--- src/hdl/freq_status_defs.vh ---
`ifndef FREQ_STATUS_DEFS_VH
`define FREQ_STATUS_DEFS_VH

// ==========================================================
// Register geometry
`define FS_WIDTH 15
`define FS_MSB 14
`define FS_VALUE_WIDTH 16
`define FS_VALUE_MSB 15

// ==========================================================
// Command codes on the command port
`define FS_CODE_WIDTH 4
`define FS_CMD_NONE 4'h0
`define FS_CMD_COND_QUERY 4'h1
`define FS_CMD_ENAB_WRITE 4'h2
`define FS_CMD_ENAB_QUERY 4'h3
`define FS_CMD_EVENT_QUERY 4'h4
`define FS_CMD_FALL_WRITE 4'h5
`define FS_CMD_FALL_QUERY 4'h6
`define FS_CMD_RISE_WRITE 4'h7
`define FS_CMD_RISE_QUERY 4'h8
`define FS_CMD_STATUS_PRESET 4'h9

// ==========================================================
// Parameter kinds: plain number or a bound keyword
`define FS_ARG_NUMBER 2'h0
`define FS_ARG_MAX 2'h1
`define FS_ARG_MIN 2'h2

// ==========================================================
// Value limits of a written number
`define FS_LIMIT_MAX 16'h7fff
`define FS_LIMIT_MIN 16'h0000

// ==========================================================
// Status-preset and reset values
`define FS_PRESET_ENABLE 15'h7fff
`define FS_PRESET_RISE 15'h7fff
`define FS_PRESET_FALL 15'h0000
`define FS_RESET_EVENT 15'h0000
`define FS_RESET_REPLY 16'h0000
`define FS_RESET_COND 15'h0000

`endif

--- src/hdl/cond_sync.v ---
`timescale 1ns/10ps
`include "freq_status_defs.vh"
// ==========================================================
// Two-stage synchroniser for the condition inputs
module cond_sync (
    // Clock and reset
    input wire mclk,
    input wire resetn,
    // Asynchronous condition levels
    input wire [14:0] cond_async,
    // Synchronised condition levels
    output wire [14:0] cond_sync_out
);

reg [14:0] meta_reg;
reg [14:0] stable_reg;

// First stage feeds only the second stage
always @(posedge mclk or negedge resetn) begin
    if (!resetn) begin
        meta_reg <= `FS_RESET_COND;
        stable_reg <= `FS_RESET_COND;
    end else begin
        meta_reg <= cond_async;
        stable_reg <= meta_reg;
    end
end

assign cond_sync_out = stable_reg;

endmodule // cond_sync

--- src/hdl/edge_filter.v ---
`timescale 1ns/10ps
`include "freq_status_defs.vh"
// ==========================================================
// Transition filter: turns condition edges into event sets
module edge_filter (
    // Clock and reset
    input wire mclk,
    input wire resetn,
    // Synchronised condition and filter masks
    input wire [14:0] cond_now,
    input wire [14:0] rise_mask,
    input wire [14:0] fall_mask,
    // Previous condition and per-bit event sets
    output wire [14:0] cond_prev,
    output wire [14:0] event_set
);

reg [14:0] prev_reg;

// Remember last cycle's condition
always @(posedge mclk or negedge resetn) begin
    if (!resetn) begin
        prev_reg <= `FS_RESET_COND;
    end else begin
        prev_reg <= cond_now;
    end
end

assign cond_prev = prev_reg;
// Rising edge through rise mask, falling edge through fall mask
assign event_set = (cond_now & ~prev_reg & rise_mask) |
                   (~cond_now & prev_reg & fall_mask);

endmodule // edge_filter

--- src/hdl/freq_status_set.v ---
// Function
// A condition query answers the sum of weights 2**n of all set bits.
// The condition register is live and a read leaves it untouched.
// An enable write of summed weights 0..32767 or MAX/MIN loads the mask.
// An enable query answers the stored mask in the same encoding.
// An event query answers the latched events and then clears them.
// A falling filter write is stored and answered unchanged on query.
// A rising filter write is stored and answered unchanged on query.
// Enable and both filters keep their contents on instrument preset.
// Status preset sets enable to ones, rising to ones, falling to zeros.
// An event bit sets on a filtered rise or fall and holds until read.
`timescale 1ns/10ps
`include "freq_status_defs.vh"

// ==========================================================
// Frequency questionable-status register set
module freq_status_set (
    // Clock and reset
    input wire mclk,
    input wire resetn,
    // Condition levels from the frequency monitors
    input wire [14:0] freq_cond_in,
    // Command port from the remote controller
    input wire cmd_valid,
    input wire [3:0] cmd_code,
    input wire [1:0] cmd_arg_kind,
    input wire [15:0] cmd_value,
    output wire cmd_ready,
    // General instrument preset
    input wire instrument_preset,
    // Reply port
    output wire reply_valid,
    output wire [15:0] reply_data,
    output wire cmd_error,
    // Status outputs
    output wire [14:0] freq_condition_live,
    output wire event_summary
);

// ==========================================================
// Decode of the written argument

// Resolves a number or bound keyword to a 16-bit value
function [15:0] arg_value;
    input [1:0] kind;
    input [15:0] value;
    begin
        case (kind)
            `FS_ARG_MAX: arg_value = `FS_LIMIT_MAX;
            `FS_ARG_MIN: arg_value = `FS_LIMIT_MIN;
            default: arg_value = value;
        endcase
    end
endfunction

// True when the argument is a legal bound or in-range number
// Kind 3 is refused, as is a number above the upper limit
function arg_legal;
    input [1:0] kind;
    input [15:0] value;
    begin
        case (kind)
            `FS_ARG_MAX: arg_legal = 1'b1;
            `FS_ARG_MIN: arg_legal = 1'b1;
            `FS_ARG_NUMBER: arg_legal = (value <= `FS_LIMIT_MAX);
            default: arg_legal = 1'b0;
        endcase
    end
endfunction

// Widens a 15-bit register to the reply width
// Bit 15 of every reply stays zero: the registers hold 15 bits
function [15:0] to_reply;
    input [14:0] bits;
    begin
        to_reply = {1'b0, bits};
    end
endfunction

// True when a valid command carries the wanted code
function cmd_hit;
    input valid;
    input [3:0] code;
    input [3:0] want;
    begin
        cmd_hit = valid && (code == want);
    end
endfunction

// ==========================================================
// Registers and nets
reg [14:0] enable_reg;
reg [14:0] enable_next;
reg [14:0] rise_reg;
reg [14:0] rise_next;
reg [14:0] fall_reg;
reg [14:0] fall_next;
reg [14:0] event_reg;
reg [14:0] event_next;
reg [15:0] reply_data_reg;
reg [15:0] reply_data_next;
reg reply_valid_reg;
reg reply_valid_next;
reg cmd_error_reg;
reg cmd_error_next;
reg summary_reg;

wire [14:0] cond_live;
wire [14:0] event_set;
wire summary_next;
wire status_preset;
wire enable_write;
wire fall_write;
wire rise_write;
wire [15:0] write_value;
wire write_ok;
wire is_write;
wire event_clear;

// ==========================================================
// Condition path

// Monitor levels come from outside the clock domain
// Two flops keep a metastable level away from the edge filter
cond_sync u_cond_sync (
    .mclk(mclk),
    .resetn(resetn),
    .cond_async(freq_cond_in),
    .cond_sync_out(cond_live)
);

// Edge filtering into per-bit event sets
edge_filter u_edge_filter (
    .mclk(mclk),
    .resetn(resetn),
    .cond_now(cond_live),
    .rise_mask(rise_reg),
    .fall_mask(fall_reg),
    .cond_prev(),
    .event_set(event_set)
);

// ==========================================================
// Command decode

// Argument shared by the three write commands
assign write_value = arg_value(cmd_arg_kind, cmd_value);
assign write_ok = arg_legal(cmd_arg_kind, cmd_value);
assign is_write = (cmd_code == `FS_CMD_ENAB_WRITE) ||
                  (cmd_code == `FS_CMD_FALL_WRITE) ||
                  (cmd_code == `FS_CMD_RISE_WRITE);
assign event_clear = cmd_hit(cmd_valid, cmd_code, `FS_CMD_EVENT_QUERY);

// One strobe per register-changing command; a refused write changes
// nothing, since out-of-range numbers are neither clamped nor masked
assign status_preset = cmd_hit(cmd_valid, cmd_code, `FS_CMD_STATUS_PRESET);
assign enable_write = cmd_hit(cmd_valid, cmd_code, `FS_CMD_ENAB_WRITE) &&
                      write_ok;
assign fall_write = cmd_hit(cmd_valid, cmd_code, `FS_CMD_FALL_WRITE) &&
                    write_ok;
assign rise_write = cmd_hit(cmd_valid, cmd_code, `FS_CMD_RISE_WRITE) &&
                    write_ok;

// The block takes one command in every cycle
// so back-to-back commands need no wait state
assign cmd_ready = 1'b1;

// ==========================================================
// Enable mask next value
always @* begin
    enable_next = enable_reg;
    if (status_preset) begin
        enable_next = `FS_PRESET_ENABLE;
    end else if (enable_write) begin
        enable_next = write_value[14:0];
    end
    // Instrument preset leaves the mask alone
end

// ==========================================================
// Rising filter next value
always @* begin
    rise_next = rise_reg;
    if (status_preset) begin
        rise_next = `FS_PRESET_RISE;
    end else if (rise_write) begin
        rise_next = write_value[14:0];
    end
    // Instrument preset leaves the filter alone
end

// ==========================================================
// Falling filter next value
always @* begin
    fall_next = fall_reg;
    if (status_preset) begin
        fall_next = `FS_PRESET_FALL;
    end else if (fall_write) begin
        fall_next = write_value[14:0];
    end
    // Instrument preset leaves the filter alone
end

// ==========================================================
// Event latch: a new event in the clearing cycle survives
// The reply carries the events latched before the query; a read in
// the cycle of a new edge must not lose that edge
always @* begin
    event_next = event_reg;
    if (event_clear) begin
        event_next = `FS_RESET_EVENT;
    end
    event_next = event_next | event_set;
end

// ==========================================================
// Reply and error next values
// Reply data holds the last answer until the next query
always @* begin
    reply_data_next = reply_data_reg;
    reply_valid_next = 1'b0;
    cmd_error_next = 1'b0;
    if (cmd_valid) begin
        case (cmd_code)
            `FS_CMD_COND_QUERY: begin
                reply_data_next = to_reply(cond_live);
                reply_valid_next = 1'b1;
            end
            `FS_CMD_ENAB_QUERY: begin
                reply_data_next = to_reply(enable_reg);
                reply_valid_next = 1'b1;
            end
            `FS_CMD_EVENT_QUERY: begin
                reply_data_next = to_reply(event_reg);
                reply_valid_next = 1'b1;
            end
            `FS_CMD_FALL_QUERY: begin
                reply_data_next = to_reply(fall_reg);
                reply_valid_next = 1'b1;
            end
            `FS_CMD_RISE_QUERY: begin
                reply_data_next = to_reply(rise_reg);
                reply_valid_next = 1'b1;
            end
            `FS_CMD_ENAB_WRITE,
            `FS_CMD_FALL_WRITE,
            `FS_CMD_RISE_WRITE: begin
                cmd_error_next = is_write && !write_ok;
            end
            `FS_CMD_STATUS_PRESET: begin
                cmd_error_next = 1'b0;
            end
            // Unknown codes change nothing and only flag the error
            default: begin
                cmd_error_next = 1'b1;
            end
        endcase
    end
end

// ==========================================================
// Configuration registers, started in their status-preset state
// A fresh part reads like one just after a status preset
// The instrument preset reaches none of these registers
always @(posedge mclk or negedge resetn) begin
    if (!resetn) begin
        enable_reg <= `FS_PRESET_ENABLE;
        rise_reg <= `FS_PRESET_RISE;
        fall_reg <= `FS_PRESET_FALL;
    end else begin
        enable_reg <= enable_next;
        rise_reg <= rise_next;
        fall_reg <= fall_next;
    end
end

// ==========================================================
// Event and reply registers
always @(posedge mclk or negedge resetn) begin
    if (!resetn) begin
        event_reg <= `FS_RESET_EVENT;
        reply_data_reg <= `FS_RESET_REPLY;
        reply_valid_reg <= 1'b0;
        cmd_error_reg <= 1'b0;
        summary_reg <= 1'b0;
    end else begin
        event_reg <= event_next;
        reply_data_reg <= reply_data_next;
        reply_valid_reg <= reply_valid_next;
        cmd_error_reg <= cmd_error_next;
        summary_reg <= summary_next;
    end
end

// ==========================================================
// Outputs
assign reply_valid = reply_valid_reg;
assign reply_data = reply_data_reg;
assign cmd_error = cmd_error_reg;
// Condition output is the synchronised level that queries report
assign freq_condition_live = cond_live;
// Any enabled latched event, taken from the next values so that the
// registered summary moves in the same cycle as the registers
assign summary_next = |(event_next & enable_next);
assign event_summary = summary_reg;

endmodule // freq_status_set

--- config.mk ---
export PLATFORM = sky130hd
export DESIGN_NAME = freq_status_set
export DESIGN_NICKNAME = d
export VERILOG_FILES = /design/src/hdl/cond_sync.v /design/src/hdl/edge_filter.v /design/src/hdl/freq_status_set.v
export VERILOG_INCLUDE_DIRS = /design/src /design/src/hdl
export SDC_FILE = /design/constraint.sdc
export NUM_CORES = 1
export LEC_CHECK = 0
export BUFFER_PORTS_ARGS = -buffer_cell sky130_fd_sc_hd__buf_2
export CELL_PAD_IN_SITES_DETAIL_PLACEMENT = 1
export CELL_PAD_IN_SITES_GLOBAL_PLACEMENT = 2
export CORE_MARGIN = 4
export CORE_UTILIZATION = 41
export CTS_BUF_LIST = sky130_fd_sc_hd__clkbuf_4
export CTS_CLUSTER_SIZE = 10
export DETAILED_ROUTE_END_ITERATION = 8
export PLACE_DENSITY = 0.95
export SETUP_SLACK_MARGIN = 0.4
export SYNTH_ARGS = -nofsm -noshare
export SYNTH_HDL_FRONTEND = slang
export SYNTH_SLANG_ARGS = --single-unit
--- constraint.sdc ---
create_clock -name mclk -period 3.7 [get_ports mclk]
set_clock_uncertainty 0.05 [all_clocks]
set_input_delay 1.11 -clock mclk [delete_from_list [all_inputs] [get_ports mclk]]
set_output_delay 1.11 -clock mclk [all_outputs]
set_load 0.005 [all_outputs]
Yosys cells after proc, flatten, opt, wreduce, memory -nomap -nowiden

Index checks and enable logic that the tools add are counted.

Word-level logic and storage cells: 68
Register bits: 124
Output and inout port bits: 35
Input port bits: 41

Equal/unequal tests: 11
Bitwise logic cells: 9
$lt $le $gt $ge: 1
Reductions and logical operators: 22
Multiplexer cells: 14

Operators with widths:

| operator                                                          | number |
|---|---|
| two-way mux 15 bit                                                | 7 |
| one-hot mux 16 bit (5 select lines)                               | 1 |
| AND 15 bit                                                        | 5 |
| NOT 15 bit                                                        | 2 |
| OR 15 bit                                                         | 2 |
| one-hot mux 15 bit (2 select lines)                               | 1 |
| == test 4 x 3 -> 1 bit (second input constant)                    | 4 |
| less-or-equal comparator 16 x 15 -> 1 bit (second input constant) | 1 |
| OR reduction 15 bit                                               | 1 |
| logical AND 1 bit                                                 | 9 |
| == test 4 x 2 -> 1 bit (second input constant)                    | 2 |
| == test 4 bit (second input constant)                             | 2 |
| OR reduction 6 bit                                                | 1 |
| nonzero test 5 bit                                                | 1 |
| OR reduction 5 bit                                                | 1 |
| == test 4 x 1 -> 1 bit (second input constant)                    | 1 |
| one-hot mux 1 bit (2 select lines)                                | 2 |
| nonzero test 2 bit                                                | 2 |
| two-way mux 1 bit                                                 | 3 |
| OR reduction 3 bit                                                | 1 |
| == test 2 x 1 -> 1 bit (second input constant)                    | 1 |
| == test 2 bit (second input constant)                             | 1 |
| zero test 2 bit                                                   | 1 |
| logical OR 1 bit                                                  | 2 |
| other kinds (3)                                                   | 3 |

Depth between registers and ports, before layout

Depth after elaboration: 8
Mapped depth: 10
Gate-level depth less buffers: 8

Modules after synthesis

From an unflattened synthesis, not the netlist that was laid out.

Cells, all modules: 476
Area total of the unflattened synthesis: 5,124.9 µm²

By module, submodules not included:

| module          | sequential area each (µm²) | cells each | times used | area an instance (µm²) |
|---|---|---|---|---|
| freq_status_set | 1,989.4                    | 386        | 1          | 3,698.5 |
| cond_sync       | 750.7                      | 30         | 1          | 750.7 |
| edge_filter     | 375.4                      | 60         | 1          | 675.6 |

Worst setup path after synthesis

Ideal clock, no wire load.

Path kind: input to register
Start: input port cmd_arg_kind[0]
End: register summary_reg, in the netlist event_summary
Path slack: 0.805 ns
Arrival time: 2.703 ns
Setup time: 0.142 ns
Data required time: 3.508 ns
Buffers on the path: 2
Stages on the path: 10
Cells stage by stage: inv_1 ha_1 and2_1 buf_2 buf_1 a21o_1 mux2i_1 o32ai_1 nor4_1 nand4_1

Cells in the longest elaborated chain, start to end: 8
Elaborated cells on any way between the ends: 11
Those cells by class: eq/ne: 2; mux: 4; bitwise: 1; reduce/logical: 4

RTL lines:

| item                                                    | RTL line                                   | text |
|---|---|---|
| start: declaration                                      | freq_status_set.v:26                       | `input wire [1:0] cmd_arg_kind,` |
| == test 2 bit or == test 2 x 1 -> 1 bit (tied branches) | freq_status_set.v:48, freq_status_set.v:62 |  |
| OR reduction 2 bit (no source line)                     | -                                          |  |
| one-hot mux 1 bit (2 select lines)                      | freq_status_set.v:62                       | `case (kind)` |
| logical AND 1 bit                                       | freq_status_set.v:157                      | `` assign enable_write = cmd_hit(cmd_valid, cmd_code, `FS_CMD_ENAB_WRITE) && `` |
| two-way mux 15 bit *                                    | freq_status_set.v:174                      | `end else if (enable_write) begin` |
| two-way mux 15 bit *                                    | freq_status_set.v:172                      | `if (status_preset) begin` |
| AND 15 bit *                                            | freq_status_set.v:304                      | `assign summary_next = \|(event_next & enable_next);` |
| OR reduction 15 bit *                                   | freq_status_set.v:304                      |  |
| named net summary_next                                  | freq_status_set.v:110                      | `wire summary_next;` |
| end signal: assignment                                  | freq_status_set.v:291                      | `summary_reg <= summary_next;` |
| end: declaration                                        | freq_status_set.v:106                      | `reg summary_reg;` |

Mark *: on every way through the listed nets, which the timed path passes. The rest lies on a longest branch.
A chain may end at the register's enable or synchronous reset.

Final worst setup path

Start: input port cmd_arg_kind[1]
End: register summary_reg, in the netlist event_summary

Same word-level chain as after synthesis.

==> qor.csv <==
stage;metric;value;unit
drt;1st-pass router iterations;6;
status;status;completed;
drt;Vias per Instance;5.57;
worst_setup_path;Buf/Inv on CP;2;
cts;Post-CTS Hold Buffers;0;
power_and_ir_drop;PwrDens;534;nW/um^2
place;IO Port Bufs;72;
synthesis;sequential share of the synthesized area;0.601;
floorplan;Die Wd;120;um
floorplan;DIE AREA;14500;sq um
sta;FMAX;354;MHz
sta;Tmin final;2.82;ns
cts;CTS tree;built;
synthesis;count of different cell masters after synthesis;48;
drt;post-detailed-route wirelength per cell;19.2;um
synthesis;Cells after Synth;488;
drt;WL final;14.3;mm
worst_setup_path;Setup CP Type;in2reg;
worst_setup_path;peak fanout along the critical path;22;
grt;GR Layer Usage met3;0.0589;
grt;GR Overflow Total;0;
synthesis;synthesized cell area;5180;sq um
hold_path;type of the most critical hold path;reg2reg;
floorplan;initial core utilization;0.425;
synthesis;syn avg cell area;10.6;sq um
final_layout;most frequent cells in the layout;93 x dfrtp_1, 90 x nand2_1, 71 x buf_2, 45 x o21ai_0, 38 x a21oi_1;
run;max-cap viol count;0;
cts;Clock Path Buffers;2;
sta;RSZ-0062 raised after global routing;false;
floorplan;core area;12200;sq um
synthesis;YS warnings;0;
sta;part of the cycle the worst path needs;0.763;
sta;endpoints failing hold;0;
cts;Clock Sinks;123;
floorplan;die height;120;um
sta;Max Slew Vio Count;0;
drt;Antenna Nets Post-Route;0;
worst_setup_path;Largest stage delay, worst path;0.69;ns
cts;Clk Latency, worst-skew pair;0.54;ns
worst_setup_path;Crit path arrival time;3.17;ns
place;placed insts;713;
grt;gr busiest metal;met2;
power_and_ir_drop;maximum VDD drop;0.299;mV
grt;grt met2 use;0.345;
grt;largest net degree at the start of global routing;59;
grt;global-route wire length before repair;23.6;mm
drt;via count;4150;
sta;final hold slack;0.306;ns
synthesis;async set-reset flop share out of synthesis;1.00;
floorplan;# rows;40;
cts;H-Tree Depth;4;
final_layout;fin cells;745;
floorplan;Ports;76;
worst_setup_path;Critical Path End Type;register;
final_layout;share of cells above drive strength 1;0.279;
power_and_ir_drop;Leak;2.74;nW
synthesis;syn_nets;532;
worst_setup_path;delay-heaviest family, CP;simple AND/OR/NAND/NOR gates;
sta;worst slew pin tran;0.719;ns
final_layout;final core occ;0.493;
synthesis;number of flops mapped to enable cells by yosys;0;
grt;antenna violations before repair;0;
worst_setup_path;Worst Path Required;4.05;ns
worst_setup_path;cells along the critical path;buf_2 > inv_1 > ha_1 > nor2b_1 > o2111a_1 > and2_1 > o32ai_1 > nor4_1 > nand4_1;
final_layout;layout net count;608;
sta;setup TNS;0;ns
worst_setup_path;Max stage delay cell, worst path;o2111a_1;
final_layout;Ant. Diodes;0;
grt;met1 GRT Util;0.266;
synthesis;Primary FF master, synth;dfrtp_1;
place;Detailed Place HPWL;9.72;mm
grt;total track usage;0.211;
place;gpl congestion;0.812;
cts;CTS clock-pin slew for the worst setup and hold paths;0.10;ns
drt;Iter 0 DRT Violations;299;
worst_setup_path;Worst setup SP type;input pin;
synthesis;number of synthesized register bits;123;
grt;vias in the first global route;4540;
sta;Slew HR;0.521;
sta;Final setup viols;0;
final_layout;commonest non-fill, non-tap cell in the layout;dfrtp_1;
cts;clk root buf;clkbuf_4;
drt;DRC Markers;0;
cts;Post-CTS Setup Repair Bufs;0;
power_and_ir_drop;final total power;0.00322;W
cts;clock buffer count from CTS;17;
final_layout;area delta synth->final;16.2;%
cts;# resized after CTS;0;
==> cell usage after synthesis, drive strengths merged (9+ instances only) <==
cell type	number	area (sq um)
dfrtp	93	2330
nand2	91	344
o21ai	50	250
a21oi	41	216
dfstp	30	788
o211ai	19	143
clkbuf	17	63.8
inv	16	60.1
nand3	16	80.1
a222oi	15	150
buf	15	97.6
nand3b	15	113
nor2	9	36.3
==> cell families (layout without fill, tap and decap cells) <==
family                   count (synthesis)  after routing  synth area share
other                                    2              2           0.00145
buffers and inverters                   49            138            0.0434
flip-flops                             123            123             0.601
AND/OR/NAND/NOR                        157            157             0.152
AO/OA/AOI/OAI                          150            150             0.187
multiplexers                             4              4           0.00796
adder cells (fa/ha/maj)                  3              3           0.00724
==> worst paths after layout <==
kind,to,cells after the start,start,slack (ns)
setup / recovery,event_summary,9,cmd_arg_kind[1],0.88
hold / removal,u_cond_sync.cond_sync_out[12],0,u_cond_sync.meta_reg[12],0.31
setup reg to reg,event_summary,6,u_cond_sync.cond_sync_out[9],2.10
hold reg to reg,u_cond_sync.cond_sync_out[12],0,u_cond_sync.meta_reg[12],0.31
max in group asynchronous,rise_reg[1],2,resetn,2.30
min in group asynchronous,reply_data[3],1,resetn,0.50
==> layout make-up <==
type / instances / area (sq um)
Clock buffer: 21 / 158
Clock inverter: 11 / 126
Fill cell: 1424 / 6190
Inverter: 17 / 63.8
Multi-Input combinational cell: 316 / 1850
Sequential cell: 123 / 3120
Tap cell: 168 / 210
Timing Repair Buffer: 89 / 503
==> power by group <==
group	total (W)	switching, W	internal, W
sequential	0.00174	0.000136	0.00161
combinational	0.000505	0.000288	0.000217
clock	0.000968	0.000482	0.000486
total	0.00322	0.000906	0.00231
==> through the flow <==
stage                     setup WS, ns  cell area [sq um]
after floorplan                  0.805               5180
after global placement           0.413               5740
after detailed placement         0.291               5740
after CTS                        0.914               6020
after global routing             0.686               6020
final                            0.877               6020
==> routing by layer <==
layer / up-vias / share of wire / wire length (um)
met4: 0 / 0.018 / 256
li1: 1898 / - / -
met2: 116 / 0.50 / 7160
met1: 2110 / 0.42 / 6060
met3: 26 / 0.057 / 822
met5: - / 0 / 0
No activity file was read; power rests on OpenSTA's default activity.
